**src/verilog/ecc_pkg.sv**
```systemverilog
// Package: constants and types for the emergency call controller
`default_nettype none
package ecc_pkg;
    // Clock rate
    localparam longint CLK_HZ = 125000000;
    // Times in their own units
    localparam longint HOLD_MS = 1000;
    localparam longint PREWARN_S = 20;
    localparam longint FAST_HALF_MS = 500;
    localparam longint SLOW_HALF_MS = 1000;
    localparam longint LAMP_PERIOD_MS = 1000;
    localparam longint FLASH_ON_MS = 100;
    // Derived cycle counts
    localparam longint HOLD_CYC = HOLD_MS * CLK_HZ / 1000;
    localparam longint PREWARN_CYC = PREWARN_S * CLK_HZ;
    localparam longint FAST_HALF_CYC = FAST_HALF_MS * CLK_HZ / 1000;
    localparam longint SLOW_HALF_CYC = SLOW_HALF_MS * CLK_HZ / 1000;
    localparam longint LAMP_PERIOD_CYC = LAMP_PERIOD_MS * CLK_HZ / 1000;
    localparam longint FLASH_ON_CYC = FLASH_ON_MS * CLK_HZ / 1000;
    // Working command width
    localparam int CMD_W = 16;
    // Register byte offsets
    localparam logic [7:0] CTRL_OFS = 8'h00;
    localparam logic [7:0] STAT_OFS = 8'h04;
    localparam logic [7:0] IRQ_STAT_OFS = 8'h08;
    localparam logic [7:0] IRQ_MASK_OFS = 8'h0C;
    localparam logic [7:0] CMD_OFS = 8'h10;
    // Interrupt status bit positions
    localparam int IRQ_CALL_BIT = 0;
    localparam int IRQ_ALARM_BIT = 1;
    localparam int IRQ_FAULT_BIT = 2;
    localparam int IRQ_RESET_BIT = 3;
    localparam int IRQ_W = 4;
    // Reset values
    localparam logic [IRQ_W-1:0] IRQ_MASK_RST = 4'h0;
    localparam logic CTRL_RST = 1'b0;
    // Variant codes
    typedef enum logic [1:0] {ECC_STOP_ONLY, ECC_MANUAL, ECC_MANUAL_INACT} ecc_variant_t;
    // Lamp pattern codes
    localparam logic [1:0] LAMP_OK = 2'h0;
    localparam logic [1:0] LAMP_FUSE = 2'h1;
    localparam logic [1:0] LAMP_CABLE = 2'h2;
    localparam logic [1:0] LAMP_BOTH = 2'h3;
endpackage
`default_nettype wire

```
**src/verilog/ecc_top.sv**
```systemverilog
// Emergency call controller: call sequencing, monitoring and Wishbone registers
//
// Added by the designer: the Wishbone slave port and the register addresses.
`default_nettype none
module ecc_top #(
    parameter ecc_pkg::ecc_variant_t VARIANT = ecc_pkg::ECC_MANUAL_INACT,
    parameter logic HORN_ONLY = 1'b0,
    parameter int TIMEOUT_MIN = 5,
    parameter longint HOLD_CYC = ecc_pkg::HOLD_CYC,
    parameter longint PREWARN_CYC = ecc_pkg::PREWARN_CYC,
    parameter longint FAST_HALF_CYC = ecc_pkg::FAST_HALF_CYC,
    parameter longint SLOW_HALF_CYC = ecc_pkg::SLOW_HALF_CYC,
    parameter longint LAMP_PERIOD_CYC = ecc_pkg::LAMP_PERIOD_CYC,
    parameter longint FLASH_ON_CYC = ecc_pkg::FLASH_ON_CYC,
    parameter longint INACT_CYC = longint'(TIMEOUT_MIN) * 60 * ecc_pkg::CLK_HZ
) (
    // Clock and reset
    input wire logic clk_i,
    input wire logic rst_i,
    // Decoded transmitter commands
    input wire logic cmd_valid_i,
    input wire logic [ecc_pkg::CMD_W-1:0] cmd_bits_i,
    input wire logic sw_emergency_i,
    input wire logic sw_on_i,
    input wire logic pull_left_i,
    // Output monitoring sense pins
    input wire logic alarm_fuse_bad_i,
    input wire logic alarm_cable_bad_i,
    input wire logic horn_fuse_bad_i,
    input wire logic horn_cable_bad_i,
    // Outputs to the machine
    output logic horn_out_positive_o,
    output logic horn_out_ground_o,
    output logic alarm_out_o,
    output logic [ecc_pkg::CMD_W-1:0] work_cmd_o,
    // Fault lamps
    output logic alarm_lamp_o,
    output logic horn_lamp_o,
    // Wishbone slave
    input wire logic wb_cyc_i,
    input wire logic wb_stb_i,
    input wire logic wb_we_i,
    input wire logic [7:0] wb_adr_i,
    input wire logic [31:0] wb_dat_i,
    input wire logic [3:0] wb_sel_i,
    output logic [31:0] wb_dat_o,
    output logic wb_ack_o,
    // Interrupt
    output logic irq_o
);
    typedef enum logic [1:0] {ECC_IDLE, ECC_PREWARN, ECC_ALARM} ecc_state_t;

    localparam int CW = 40;
    localparam logic [CW-1:0] HOLD_N = CW'(HOLD_CYC);
    localparam logic [CW-1:0] PREWARN_N = CW'(PREWARN_CYC);
    localparam logic [CW-1:0] FAST_N = CW'(FAST_HALF_CYC);
    localparam logic [CW-1:0] SLOW_N = CW'(SLOW_HALF_CYC);
    localparam logic [CW-1:0] LAMP_N = CW'(LAMP_PERIOD_CYC);
    localparam logic [CW-1:0] FLASH_N = CW'(FLASH_ON_CYC);
    localparam logic [CW-1:0] INACT_N = CW'(INACT_CYC);
    // Stop-only variant disables every call and all monitoring
    localparam logic CALLS_ON = (VARIANT != ecc_pkg::ECC_STOP_ONLY);
    localparam logic INACT_ON = (VARIANT == ecc_pkg::ECC_MANUAL_INACT);

    ////////////////////////////////////////////////////////////////////////////////
    // Input synchronisers: pins come from outside the clock domain
    logic [7:0] sync1_reg;
    logic [7:0] sync2_reg;
    logic [ecc_pkg::CMD_W-1:0] cmd1_reg;
    logic [ecc_pkg::CMD_W-1:0] cmd2_reg;
    always_ff @(posedge clk_i) begin
        if (rst_i) begin
            sync1_reg <= 8'h00;
            sync2_reg <= 8'h00;
            cmd1_reg <= '0;
            cmd2_reg <= '0;
        end else begin
            sync1_reg <= {cmd_valid_i, sw_emergency_i, sw_on_i, pull_left_i,
                          alarm_fuse_bad_i, alarm_cable_bad_i, horn_fuse_bad_i,
                          horn_cable_bad_i};
            sync2_reg <= sync1_reg;
            cmd1_reg <= cmd_bits_i;
            cmd2_reg <= cmd1_reg;
        end
    end
    logic cmd_valid;
    logic sw_emerg;
    logic sw_on;
    logic pull_left;
    logic a_fuse;
    logic a_cable;
    logic h_fuse;
    logic h_cable;
    assign cmd_valid = sync2_reg[7];
    assign sw_emerg = sync2_reg[6];
    assign sw_on = sync2_reg[5];
    assign pull_left = sync2_reg[4];
    assign a_fuse = sync2_reg[3] & CALLS_ON;
    assign a_cable = sync2_reg[2] & CALLS_ON;
    assign h_fuse = sync2_reg[1] & CALLS_ON;
    assign h_cable = sync2_reg[0] & CALLS_ON;

    ////////////////////////////////////////////////////////////////////////////////
    // Reset gesture: rising edge of pull-left while the power switch is held on
    logic pl_prev_reg;
    logic gesture;
    always_ff @(posedge clk_i) begin
        if (rst_i) begin
            pl_prev_reg <= 1'b0;
        end else begin
            pl_prev_reg <= pull_left;
        end
    end
    assign gesture = sw_on & pull_left & ~pl_prev_reg;

    // Manual call: emergency switch held continuously for the hold time
    logic [CW-1:0] hold_cnt_reg;
    logic manual_req;
    always_ff @(posedge clk_i) begin
        if (rst_i || !sw_emerg) begin
            hold_cnt_reg <= '0;
        end else if (hold_cnt_reg < HOLD_N) begin
            hold_cnt_reg <= hold_cnt_reg + CW'(1);
        end
    end
    assign manual_req = CALLS_ON && sw_emerg && (hold_cnt_reg == HOLD_N - CW'(1));

    // Inactivity counter, cleared by every command and by power-up
    logic [CW-1:0] inact_cnt_reg;
    logic inact_req;
    logic [1:0] state_reg;
    always_ff @(posedge clk_i) begin
        if (rst_i || cmd_valid) begin
            inact_cnt_reg <= '0;
        end else if (state_reg == 2'(ECC_IDLE) && inact_cnt_reg < INACT_N) begin
            inact_cnt_reg <= inact_cnt_reg + CW'(1);
        end else if (state_reg != 2'(ECC_IDLE)) begin
            inact_cnt_reg <= '0;
        end
    end
    assign inact_req = INACT_ON && !cmd_valid && (inact_cnt_reg == INACT_N - CW'(1));

    ////////////////////////////////////////////////////////////////////////////////
    // Call sequencer
    logic passive_reg;
    logic [CW-1:0] phase_cnt_reg;
    logic reset_ok;
    assign reset_ok = gesture && (!passive_reg || state_reg == 2'(ECC_PREWARN));
    always_ff @(posedge clk_i) begin
        if (rst_i) begin
            state_reg <= 2'(ECC_IDLE);
            passive_reg <= 1'b0;
            phase_cnt_reg <= '0;
        end else begin
            case (ecc_state_t'(state_reg))
                ECC_IDLE: begin
                    phase_cnt_reg <= '0;
                    if (manual_req || inact_req) begin
                        state_reg <= 2'(ECC_PREWARN);
                        passive_reg <= inact_req && !manual_req;
                    end
                end
                ECC_PREWARN: begin
                    if (reset_ok) begin
                        state_reg <= 2'(ECC_IDLE);
                    end else if (phase_cnt_reg == PREWARN_N - CW'(1)) begin
                        state_reg <= 2'(ECC_ALARM);
                        phase_cnt_reg <= '0;
                    end else begin
                        phase_cnt_reg <= phase_cnt_reg + CW'(1);
                    end
                end
                ECC_ALARM: begin
                    // Inactivity calls stay latched until power is removed
                    if (reset_ok) begin
                        state_reg <= 2'(ECC_IDLE);
                    end
                end
                default: state_reg <= 2'(ECC_IDLE);
            endcase
        end
    end

    // Horn rhythm: fast toggle in pre-warning, slow once the alarm is on
    logic [CW-1:0] horn_cnt_reg;
    logic horn_reg;
    logic [CW-1:0] half_n;
    assign half_n = (state_reg == 2'(ECC_ALARM)) ? SLOW_N : FAST_N;
    always_ff @(posedge clk_i) begin
        if (rst_i || state_reg == 2'(ECC_IDLE)) begin
            horn_cnt_reg <= '0;
            horn_reg <= 1'b0;
        end else if (horn_cnt_reg >= half_n - CW'(1)) begin
            horn_cnt_reg <= '0;
            horn_reg <= ~horn_reg;
        end else begin
            horn_cnt_reg <= horn_cnt_reg + CW'(1);
        end
    end

    ////////////////////////////////////////////////////////////////////////////////
    // Fault block: set when a fault is seen while pull-left was released, so a restart re-imposes it
    logic any_fault;
    logic block_reg;
    assign any_fault = a_fuse | a_cable | h_fuse | h_cable;
    always_ff @(posedge clk_i) begin
        if (rst_i) begin
            block_reg <= 1'b0;
        end else if (any_fault && !block_reg && !pl_prev_reg) begin
            block_reg <= 1'b1;
        end else if (gesture && state_reg == 2'(ECC_IDLE)) begin
            block_reg <= 1'b0;
        end
    end
    // Once released the block stays off until the next restart
    logic released_reg;
    always_ff @(posedge clk_i) begin
        if (rst_i) begin
            released_reg <= 1'b0;
        end else if (block_reg && gesture && state_reg == 2'(ECC_IDLE)) begin
            released_reg <= 1'b1;
        end
    end
    logic blocked;
    assign blocked = (block_reg && !released_reg) || (any_fault && !released_reg);

    // Outputs from flip-flops
    logic sw_ctrl_reg;
    always_ff @(posedge clk_i) begin
        if (rst_i) begin
            horn_out_positive_o <= 1'b0;
            horn_out_ground_o <= 1'b0;
            alarm_out_o <= 1'b0;
            work_cmd_o <= '0;
        end else begin
            horn_out_positive_o <= CALLS_ON & horn_reg;
            horn_out_ground_o <= CALLS_ON & horn_reg;
            alarm_out_o <= CALLS_ON & !HORN_ONLY & (state_reg == 2'(ECC_ALARM));
            if (state_reg != 2'(ECC_IDLE) || manual_req || inact_req || blocked
                || sw_ctrl_reg || !cmd_valid) begin
                work_cmd_o <= '0;
            end else begin
                work_cmd_o <= cmd2_reg;
            end
        end
    end

    ////////////////////////////////////////////////////////////////////////////////
    // Lamp patterns: short flash for fuse, half-period blink for cable, steady for both
    logic [CW-1:0] lamp_cnt_reg;
    always_ff @(posedge clk_i) begin
        if (rst_i || lamp_cnt_reg == LAMP_N - CW'(1)) begin
            lamp_cnt_reg <= '0;
        end else begin
            lamp_cnt_reg <= lamp_cnt_reg + CW'(1);
        end
    end
    function automatic logic lamp_f(input logic fuse, input logic cable,
                                    input logic [CW-1:0] cnt);
        logic r;
        r = 1'b0;
        if (fuse && cable) begin
            r = 1'b1;
        end else if (fuse) begin
            r = (cnt < FLASH_N);
        end else if (cable) begin
            r = (cnt < (LAMP_N >> 1));
        end
        return r;
    endfunction
    always_ff @(posedge clk_i) begin
        if (rst_i) begin
            alarm_lamp_o <= 1'b0;
            horn_lamp_o <= 1'b0;
        end else begin
            alarm_lamp_o <= lamp_f(a_fuse, a_cable, lamp_cnt_reg);
            horn_lamp_o <= lamp_f(h_fuse, h_cable, lamp_cnt_reg);
        end
    end

    ////////////////////////////////////////////////////////////////////////////////
    // Interrupt status: set wins over a write-one clear
    logic [ecc_pkg::IRQ_W-1:0] irq_stat_reg;
    logic [ecc_pkg::IRQ_W-1:0] irq_mask_reg;
    logic [ecc_pkg::IRQ_W-1:0] irq_set;
    logic [ecc_pkg::IRQ_W-1:0] irq_clr;
    logic fault_prev_reg;
    logic [1:0] state_prev_reg;
    logic wb_req;
    logic wr_stb;
    always_ff @(posedge clk_i) begin
        if (rst_i) begin
            fault_prev_reg <= 1'b0;
            state_prev_reg <= 2'(ECC_IDLE);
        end else begin
            fault_prev_reg <= any_fault;
            state_prev_reg <= state_reg;
        end
    end
    always_comb begin
        irq_set = '0;
        irq_set[ecc_pkg::IRQ_CALL_BIT] = state_reg == 2'(ECC_PREWARN)
                                         && state_prev_reg == 2'(ECC_IDLE);
        irq_set[ecc_pkg::IRQ_ALARM_BIT] = state_reg == 2'(ECC_ALARM)
                                          && state_prev_reg == 2'(ECC_PREWARN);
        irq_set[ecc_pkg::IRQ_FAULT_BIT] = any_fault && !fault_prev_reg;
        irq_set[ecc_pkg::IRQ_RESET_BIT] = state_reg == 2'(ECC_IDLE)
                                          && state_prev_reg != 2'(ECC_IDLE);
    end
    assign wb_req = wb_cyc_i && wb_stb_i && !wb_ack_o;
    assign wr_stb = wb_req && wb_we_i && wb_sel_i[0];
    assign irq_clr = (wr_stb && wb_adr_i == ecc_pkg::IRQ_STAT_OFS)
                     ? wb_dat_i[ecc_pkg::IRQ_W-1:0] : '0;
    always_ff @(posedge clk_i) begin
        if (rst_i) begin
            irq_stat_reg <= '0;
        end else begin
            irq_stat_reg <= (irq_stat_reg & ~irq_clr) | irq_set;
        end
    end
    always_ff @(posedge clk_i) begin
        if (rst_i) begin
            irq_mask_reg <= ecc_pkg::IRQ_MASK_RST;
        end else if (wr_stb && wb_adr_i == ecc_pkg::IRQ_MASK_OFS) begin
            irq_mask_reg <= wb_dat_i[ecc_pkg::IRQ_W-1:0];
        end
    end
    always_ff @(posedge clk_i) begin
        if (rst_i) begin
            irq_o <= 1'b0;
        end else begin
            irq_o <= |(irq_stat_reg & irq_mask_reg);
        end
    end

    // Control: software command inhibit
    always_ff @(posedge clk_i) begin
        if (rst_i) begin
            sw_ctrl_reg <= ecc_pkg::CTRL_RST;
        end else if (wr_stb && wb_adr_i == ecc_pkg::CTRL_OFS) begin
            sw_ctrl_reg <= wb_dat_i[0];
        end
    end

    // Wishbone read and acknowledge, one wait cycle; unmapped reads return zero
    always_ff @(posedge clk_i) begin
        if (rst_i) begin
            wb_ack_o <= 1'b0;
            wb_dat_o <= 32'h00000000;
        end else begin
            wb_ack_o <= wb_req;
            wb_dat_o <= 32'h00000000;
            if (wb_req && !wb_we_i) begin
                if (wb_adr_i == ecc_pkg::CTRL_OFS) begin
                    wb_dat_o <= {31'h0, sw_ctrl_reg};
                end else if (wb_adr_i == ecc_pkg::STAT_OFS) begin
                    wb_dat_o <= {24'h0, any_fault, blocked, passive_reg, alarm_out_o,
                                 horn_reg, state_reg, 1'b0};
                end else if (wb_adr_i == ecc_pkg::IRQ_STAT_OFS) begin
                    wb_dat_o <= {28'h0, irq_stat_reg};
                end else if (wb_adr_i == ecc_pkg::IRQ_MASK_OFS) begin
                    wb_dat_o <= {28'h0, irq_mask_reg};
                end else if (wb_adr_i == ecc_pkg::CMD_OFS) begin
                    wb_dat_o <= {16'h0, work_cmd_o};
                end
            end
        end
    end
endmodule
`default_nettype wire
```
**config.mk**
```make
export PLATFORM = sky130hd
export DESIGN_NAME = ecc_top
export DESIGN_NICKNAME = d
export VERILOG_FILES = /design/src/verilog/ecc_pkg.sv /design/src/verilog/ecc_top.sv
export SDC_FILE = /design/constraint.sdc
export NUM_CORES = 1
export LEC_CHECK = 0
export BUFFER_PORTS_ARGS = -buffer_cell sky130_fd_sc_hd__clkbuf_2
export CAP_MARGIN = 20
export CELL_PAD_IN_SITES_DETAIL_PLACEMENT = 0
export CELL_PAD_IN_SITES_GLOBAL_PLACEMENT = 1
export CORE_ASPECT_RATIO = 1.5
export CORE_UTILIZATION = 45
export CTS_CLUSTER_DIAMETER = 150
export DETAILED_ROUTE_END_ITERATION = 10
export GPL_ROUTABILITY_DRIVEN = 0
export HOLD_SLACK_MARGIN = 0.08
export PLACE_DENSITY_LB_ADDON = 0.2
export SETUP_SLACK_MARGIN = 0.5
export SYNTH_ARGS = -nofsm -noshare
export SYNTH_HDL_FRONTEND = slang
export SYNTH_SLANG_ARGS = --single-unit
```
**constraint.sdc**
```tcl
create_clock -name clk_i -period 3.12 [get_ports clk_i]
set_clock_uncertainty 0.15 [all_clocks]
set_input_delay 0.312 -clock clk_i [delete_from_list [all_inputs] [get_ports clk_i]]
set_output_delay 0.312 -clock clk_i [all_outputs]
set_load 0.01 [all_outputs]
```
======== Yosys cells after proc, flatten, opt, wreduce, memory -nomap -nowiden ========
Cells that the tools add are included.
operators by class
  add/subtract/negate cells ............... 6
  $lt $le $gt $ge ......................... 5
  equality and inequality tests ........... 15
  multiplexer cells ....................... 25
  bitwise gates (word level) .............. 13
  reduce and logical (&&, ||, !) cells .... 66
operators with widths
  cell                                                                     number
  40-bit by 1-bit adder with 40-bit output, second input constant          5
  40-bit two-way mux                                                       4
  40-bit by 27-bit equality test with 1-bit output, second input constant  2
  40-bit one-hot mux with 2 select lines                                   1
  40-bit by 32-bit equality test with 1-bit output, second input constant  1
  40-bit by 36-bit equality test with 1-bit output, second input constant  1
  40-bit >= comparator                                                     1
  40-bit by 24-bit < comparator with 1-bit output, second input constant   1
  40-bit by 26-bit < comparator with 1-bit output, second input constant   1
  40-bit by 27-bit < comparator with 1-bit output, second input constant   1
  40-bit by 36-bit < comparator with 1-bit output, second input constant   1
  8-bit two-way mux                                                        4
  27-bit by 1-bit subtractor with 28-bit output, second input constant     1
  27-bit two-way mux                                                       1
  1-bit logical AND                                                        26
  8-bit by 4-bit equality test with 1-bit output, second input constant    2
  1-bit logical OR                                                         12
  1-bit zero test                                                          10
  2-bit nonzero test                                                       5
  1-bit two-way mux                                                        9
  4-bit bitwise AND                                                        2
  8-bit by 3-bit equality test with 1-bit output, second input constant    1
  8-bit by 5-bit equality test with 1-bit output, second input constant    1
  8-bit zero test                                                          1
  20 further kinds                                                         36
word-level totals
  register bits ........................... 321
  bits of input ports ..................... 73
  output and inout port bits .............. 55

======== Depth between registers and ports, before layout ========
Gate-level depths: netlist (run 1).
  depth in word-level cells ............... 9
  depth in mapped cells ................... 12
  gate-level depth less buffers ........... 9

======== Worst setup path before layout (run 1) ========
Ideal clock, no wire load.
  path type ............................... register -> register
  start ................................... register state_reg[0]
  end ..................................... register horn_cnt_reg[11]
  arrival ................................. 2.468 ns
  slack ................................... 0.438 ns
  stages on the path, launching flop included .. 13
  path buffers ............................ 3
  clock period less this slack ............ 2.682 ns
  path through ............................ dfxtp_1 buf_2 nand2b_1 buf_4 inv_1 ha_1 nand4_1 a221oi_1 o22a_1 o311ai_1 nand3_1 buf_2 nor2_1
on the way
  word-level cells in the longest chain between the ends .. 5
  elaborated cells between the ends (all ways) .. 7
ends and longest elaborated chain
  what                                           RTL line        source
  start: declaration                             ecc_top.sv:131  logic [1:0] state_reg;
  start signal: assignment                       ecc_top.sv:151  state_reg <= 2'(ECC_IDLE);
  start signal: assignment                       ecc_top.sv:159  state_reg <= 2'(ECC_PREWARN);
  start signal: assignment                       ecc_top.sv:165  state_reg <= 2'(ECC_IDLE);
  2-bit equality test                            ecc_top.sv:188  assign half_n = (state_reg == 2'(ECC_ALARM)) ? SLOW_N : FAST_N;
  27-bit two-way mux                             ecc_top.sv:188
  net half_n[12]                                 ecc_top.sv:187  logic [CW-1:0] half_n;
  27-bit by 1-bit subtractor with 28-bit output  ecc_top.sv:193  end else if (horn_cnt_reg >= half_n - CW'(1)) begin
  40-bit >= comparator                           ecc_top.sv:193
  2-bit OR reduction (no line)                   -
  end signal: assignment                         ecc_top.sv:197  horn_cnt_reg <= horn_cnt_reg + CW'(1);
  end: declaration                               ecc_top.sv:185  logic [CW-1:0] horn_cnt_reg;
The timed path passes the listed nets, and every way through them passes these cells.
A chain may end at the register's enable or synchronous reset.

======== Final worst setup path (run 1) ========
  start ................................... register inact_cnt_reg[16]
  end ..................................... register inact_cnt_reg[15]
on the way
  word-level cells in the longest chain between the ends .. 3
  elaborated cells between the ends (all ways) .. 4
ends and longest elaborated chain
  what                                                      RTL line        source
  start: declaration                                        ecc_top.sv:129  logic [CW-1:0] inact_cnt_reg;
  start signal: assignment                                  ecc_top.sv:136  inact_cnt_reg <= inact_cnt_reg + CW'(1);
  40-bit by 36-bit < comparator with 1-bit output *         ecc_top.sv:135  end else if (state_reg == 2'(ECC_IDLE) && inact_cnt_reg < INACT_N) begin
  1-bit logical AND *                                       ecc_top.sv:135
  40-bit two-way mux or 2-bit nonzero test (tied branches)  -
Mark *: on every way between the ends. The rest lies on a longest branch, timed or not.

==> results of run 1 <==
[Yosys cell counts (3+ instances only)]
cell      instances  area share
dfxtp_1         305        0.47
nor2_1          195       0.057
nand2_1         109       0.032
xor2_1           80       0.054
nand3_1          78       0.030
nor2b_1          62       0.030
nand4_1          59       0.028
and2_1           55       0.027
a21oi_1          49       0.019
o21ai_0          42       0.016
clkbuf_1         38       0.011
xnor2_1          38       0.026
or3_1            35       0.017
and3_1           34       0.016
nor3_1           31       0.012
nor4_1           29       0.014
inv_1            23      0.0067
buf_4            20       0.012
ha_1             15       0.014
or4_1            12      0.0070
a22oi_1          11      0.0064
a31oi_1          10      0.0048
and4_1           10      0.0068
nand2b_1         10      0.0048
o211ai_1          8      0.0046
buf_2             7      0.0027
nor4b_1           7      0.0047
nand3b_1          6      0.0035
a211oi_1          5      0.0029
nor4_2            5      0.0048
o21a_1            5      0.0029
a21boi_0          4      0.0023
mux2i_1           4      0.0031
nor3b_1           4      0.0023
o311ai_0          4      0.0027
o31ai_1           4      0.0023
a31o_2            3      0.0020
buf_1             3     0.00087
[final cells by class]
type	instances	area share
antenna	1	0.000162
clock buffer	43	0.0578
clock inverter	13	0.0115
inverter	23	0.00560
multi-input combinational	1096	0.428
sequential	305	0.396
tap	346	0.0281
timing repair buffer	158	0.0728
[per-stage QoR]
stage	util	hold WS, ps
2_1_floorplan	-	256
3_3_place_gp	0.489	257
3_5_place_dp	0.489	260
4_1_cts	0.544	146
5_1_grt	0.548	201
6_report	0.548	187
[cells in the final DEF, fill, tap and decap left out, types with 31 or more instances in the layout]
cell type / count
clkbuf_16: 31
and2_1: 55
clkbuf_2: 79
buf_4: 31
nor2_1: 195
xor2_1: 80
a21oi_1: 49
nor3_1: 31
nand3_1: 77
nor2b_1: 61
dlygate4sd3_1: 45
and3_1: 34
or3_1: 35
o21ai_0: 42
nand2_1: 109
nand4_1: 59
xnor2_1: 38
dfxtp_1: 305
[worst max-delay path: stages (launching register included)]
cell	delay [ps]
dfxtp_1	360
or4_4	580
nor3_1	360
or4_4	290
buf_4	140
nand4_4	110
or3_1	340
a21oi_1	140
[routing by layer]
metal | track usage | up-vias
met4 | 0.0746 | 0
li1 | - | 5390
met5 | 0 | -
met1 | 0.224 | 4897
met2 | 0.387 | 142
met3 | 0.0230 | 57
[final timing paths]
path | endpoint | slack (ps) | cells past startpoint
setup / recovery | inact_cnt_reg[15] | 590 | 7
hold / removal | wb_dat_o[3] | 190 | 5
setup reg to reg | inact_cnt_reg[15] | 590 | 7
hold reg to reg | work_cmd_o[1] | 270 | 1
[logic make-up after synthesis]
logic type / count (synthesis)
and+or+nand+nor: 761
adders and majority gates: 16
DFF: 305
xor gates and xnor gates: 118
other: 1
buffers and inverters: 93
muxes: 4
AOI/OAI and AO/OA: 167
[power by group]
group	leakage [nW]	internal [mW]	total, mW	switching (mW)
clock network	0.524	2.32	3.83	1.51
registers	2.47	3.94	3.97	0.0207
logic	2.70	0.0988	0.210	0.112
total	5.70	6.36	8.00	1.64
[repair_timing]
item	CTS	global route
endpoints found under the setup margin	35	52
pin swaps	0	3
gates cloned	0	2
resized for setup	2	13
hold endpoints to repair	50	0
buffers inserted	0	3
hold buffers	45	0
==> impl_metrics.tcl, run 1 <==
set metrics [dict create \
    outcome "finished clean" \
    syn-cell-area_sq_um 13000 \
    stdcell_area_sq_um 15400 \
    antenna_found_initial 1 \
    yosysWarnings 0 \
    synth-simple-area-share 0.313 \
    cp.required_ps 3460 \
    cts_sinks 305 \
    hold_viol 0 \
    crit_path_end_kind "flop" \
    period_needed_ps 2530 \
    clk_pin_slew_ps 60 \
    dp.cells 1878 \
    grt_pass1_wl_microns 48800 \
    start_util 0.460 \
    synth_edf_count 0 \
    synth_xor_area_frac 0.0798 \
    drcViolationCount 0 \
    clk_latency_ps 560 \
    die_x_microns 141 \
    clk_path_buf_depth 3 \
    first_pass_iters 5 \
    grt_pass1_vias 10200 \
    viasPerCell 5.28 \
    root_buffer "clkbuf_16" \
    synth.ff_latch_count 305 \
    slew_violations 0 \
    powerDensity_nw_per_um2 519 \
    ant_nets 0 \
    cts_inserted_buffers 30 \
    placed_area_sq_um 13800 \
    ios 128 \
    io_buffers 80 \
    rsz0062_at_grt "yes" \
    synthCells 1465 \
    nets 1702 \
    hold_class "input port to flop" \
    yosysUniqueCellTypes 73 \
    p_total_mw 8.00 \
    grt-ovfl-total 0 \
    slew_headroom 0.356 \
    crit_start "inact_cnt_reg[16]" \
    synth_top_family_by_area "simple AND/OR/NAND/NOR gates" \
    drtIter0Drc 380 \
    avgRoutedWirePerCell_microns 14.8 \
    nFillCells 2682 \
    syn_area_per_cell_sq_um 8.84 \
    hpwl_microns 21000 \
    synthMuxAreaShare 0.00309 \
    worst_slack_ps 595 \
    critical_path_class "flop to flop" \
    max_freq_mhz 396 \
    cp-start-kind "flop" \
    ys_async_sr_fraction 0 \
    synthAdderAreaFrac 0.0153 \
    synth_flop_cell "dfxtp_1" \
    synth_compound_area_frac 0.0827 \
    wl_met1_microns 12100 \
    via_count 10500 \
    num_rows 75 \
    arrival_ps 2860 \
    setup-violations-final 0 \
    multi_input_area_sq_um 6610 \
    grt_max_degree 57 \
    seq_area_sq_um 6110 \
    cts_tree "done" \
    ir_worst_vdd_uv 609 \
    worstMarginPinSlew_ps 957 \
    core_sq_um 28200 \
    cp_max_fo 6 \
    period_share 0.809 \
    drv_cap 0 \
    fp.dieH_microns 210 \
    reg2reg_from "inact_cnt_reg[16]" \
    route.met3.wl_microns 786 \
    setup_tns_ps 0 \
    place_ws_ps 404 \
    wl_met2_microns 15700 \
    track_usage 0.201 \
    hp-start "wb_adr_i[0]" \
    ys_seq_area_frac 0.471 \
    die_area_sq_um 29500 \
    drive_above_1_share 0.121 \
    routed_wl_microns 29400 \
    cts_max_level 1 \
    p_leak_nw 5.70 \
    syn_to_final_growth_pct 19.1 \
    top_layer_used "met4" \
    fin_cells 1985 \
]
(Power assumes the default switching activity.)
==> inputs of run 2 (changes only) <==
Settings changed: ABC_AREA from default to 1, CORE_UTILIZATION 45 to 39.
Clock period 3.12 ns to 2.2 ns, I/O delays scaled along.
==> run 2 against run 1 <==
- combinational power increased to 12 times the previous value
- largest power group unchanged
- cell area increased by 42%
- via count increased by 46%
- critical endpoint is now horn_cnt_reg[18]
- final cell count increased by 56%
- critical path depth increased by 2
- worst setup slack got worse by 540 ps
- total power increased by 76%
- fmax increased by 17%
- worst hold slack got worse by 68 ps
- synthesized cell count increased by 52%
- largest cell class unchanged
- global-route usage increased by 3.5 points
- utilization increased by 3.3 points
- highest routed layer unchanged
==> impl_metrics.tcl, run 2 <==
set metrics [dict create \
    num_rows 87 \
    die_area_sq_um 39100 \
    root_buffer "clkbuf_16" \
    avgRoutedWirePerCell_microns 15.6 \
    io_buffers 80 \
    slew_headroom 0.533 \
    period_needed_ps 2150 \
    synth_top_area_cell "dfxtp_1" \
    clk_path_buf_depth 3 \
    cts_tree "done" \
    outcome "finished clean" \
    p_leak_nw 8.57 \
    antenna_found_initial 0 \
    first_pass_iters 5 \
    yosys.area.top_type_share 0.409 \
    ant_nets 0 \
    synth-simple-area-share 0.367 \
    arrival_ps 2510 \
    synth_edf_count 0 \
    ys_top_cells_by_count "nand2_1 (501), nor2_1 (395), inv_1 (316)" \
    synth_compound_area_frac 0.0715 \
    yosysWarnings 0 \
    hold_depth 3 \
    final_util 0.581 \
    via_count 15300 \
    syn_to_final_growth_pct 46.7 \
    worstMarginPinSlew_ps 698 \
    ir_worst_vdd_uv 637 \
    core_sq_um 37700 \
    synthMuxAreaShare 0 \
    track_usage 0.236 \
    ff2ff_path_depth 9 \
    routed_wl_microns 48300 \
    synthCells 2234 \
    nFillCells 3568 \
    clk_latency_ps 590 \
    period_share 0.977 \
    cts_inserted_buffers 31 \
    synth_xor_area_frac 0.0352 \
    yosysUniqueCellTypes 48 \
    hold_class "input port to flop" \
    synthAdderAreaFrac 0.0126 \
    drv_cap 0 \
    synth_flop_cell "dfxtp_1" \
    grt_pass1_wl_microns 74500 \
    synth_area_leaders "dfxtp_1 (41%), nand2_1 (13%), nor2_1 (9.9%), inv_1 (8.0%), nand3_1 (5.2%)" \
    fp.dieH_microns 242 \
    drcViolationCount 0 \
    slew_violations 0 \
    synth_top_family_by_area "simple AND/OR/NAND/NOR gates" \
    mostFrequentLayoutCell "nand2_1" \
    grt-ovfl-total 0 \
    grt_pass1_vias 15100 \
    cp_max_fo 7 \
    final_cell_mix "nand2_1 (405), nor2_1 (283), inv_1 (282)" \
    crit_path_end_kind "flop" \
    ios 128 \
    setup_tns_ps 0 \
    cp.required_ps 2560 \
    cts_sinks 305 \
    hpwl_microns 32600 \
    max_freq_mhz 465 \
    ys_seq_area_frac 0.409 \
    hold_viol 0 \
    powerDensity_nw_per_um2 642 \
    start_util 0.396 \
    ys_async_sr_fraction 0 \
    p_total_mw 14.1 \
    clk_pin_slew_ps 60 \
    yosysMostFrequentCell "nand2_1" \
    cts_max_level 1 \
    synth.ff_latch_count 305 \
    syn_area_per_cell_sq_um 6.68 \
    syn-cell-area_sq_um 14900 \
    critical_path_class "flop to flop" \
    viasPerCell 4.95 \
    die_x_microns 162 \
    drive_above_1_share 0.348 \
    nets 2670 \
    drtIter0Drc 722 \
    cp-start-kind "flop" \
    setup-violations-final 0 \
    grt_max_degree 43 \
    rsz0062_at_grt "yes" \
]
==> run 2: final cells by class <==
| cell class | instances | area [sq um] | share of cell area |
|---|---|---|---|
| repair inverters | 2 | 18.8 | 0.000858 |
| repair buffers | 344 | 3120 | 0.143 |
| clock inverters | 16 | 245 | 0.0112 |
| multi-input cells | 1574 | 9500 | 0.434 |
| well taps | 489 | 612 | 0.0280 |
| diodes | 1 | 2.50 | 0.000114 |
| flip-flops and latches | 305 | 6270 | 0.287 |
| inverters | 324 | 1260 | 0.0576 |
| clock buffers | 39 | 846 | 0.0387 |
==> run 2: path summary, 6_finish.rpt <==
path,slack (ps),start,end
min,120,rst_i,sync2_reg[7]
max reg2reg,50,state_reg[0],horn_cnt_reg[18]
min reg2reg,250,cmd1_reg[7],cmd2_reg[7]
max,50,state_reg[0],horn_cnt_reg[18]
==> run 2: power breakdown <==
group | switching [mW] | internal (mW) | leakage [nW]
registers | 0.108 | 5.64 | 2.52
clock network | 2.29 | 3.41 | 0.529
logic | 1.48 | 1.12 | 5.51
total | 3.88 | 10.2 | 8.57
==> run 2: repair_timing <==
item                                    in CTS  in global routing
pin swaps                                   62                131
setup buffers                               73                 48
endpoints found under the hold margin       69                  1
cloned                                      14                  6
endpoints found under the setup margin     194                221
hold buffers                                45                  1
resized for setup                          263                443
==> run 2: kinds of logic (layout without fill, tap and decap cells) <==
logic type	count (synthesis)	count (layout)
AO/OA/AOI/OAI	199	201
AND/OR/NAND/NOR	1270	1270
buffers and inverters	384	725
adder cells (fa/ha/maj)	15	15
other	1	29
flip-flops	305	305
XOR/XNOR	60	60
==> run 2: through the flow <==
stage / cells / instance area, sq um / setup WS [ps] / hold WS (ps)
after floorplan: 2261 / 15300 / 293 / 177
after global placement: 2851 / 16600 / 23.0 / 238
after detailed placement: 2851 / 16600 / 1.62 / 242
after CTS: 3038 / 19900 / 77.0 / 96.0
after global routing: 3093 / 21900 / -44.8 / 138
final: 3094 / 21900 / 49.8 / 119
==> run 2: routing by layer <==
layer	part of all wire	track usage	vias up	wire [microns]
met2	0.55	0.464	317	26600
met1	0.37	0.244	7125	18100
met3	0.033	0.0269	132	1620
li1	-	-	7740	-
met5	0	0	-	0
met4	0.042	0.107	0	2040
==> run 2: worst max-delay path, cell delays in order (launching register included) <==
cell and delay [ps]:
dfxtp_4 390, nor2_4 240, ha_4 250, a21o_1 170, a31oi_1 170, nand2_1 90, nand2_2 100, nand3_4 170
buf_12 200, nor3_2 160
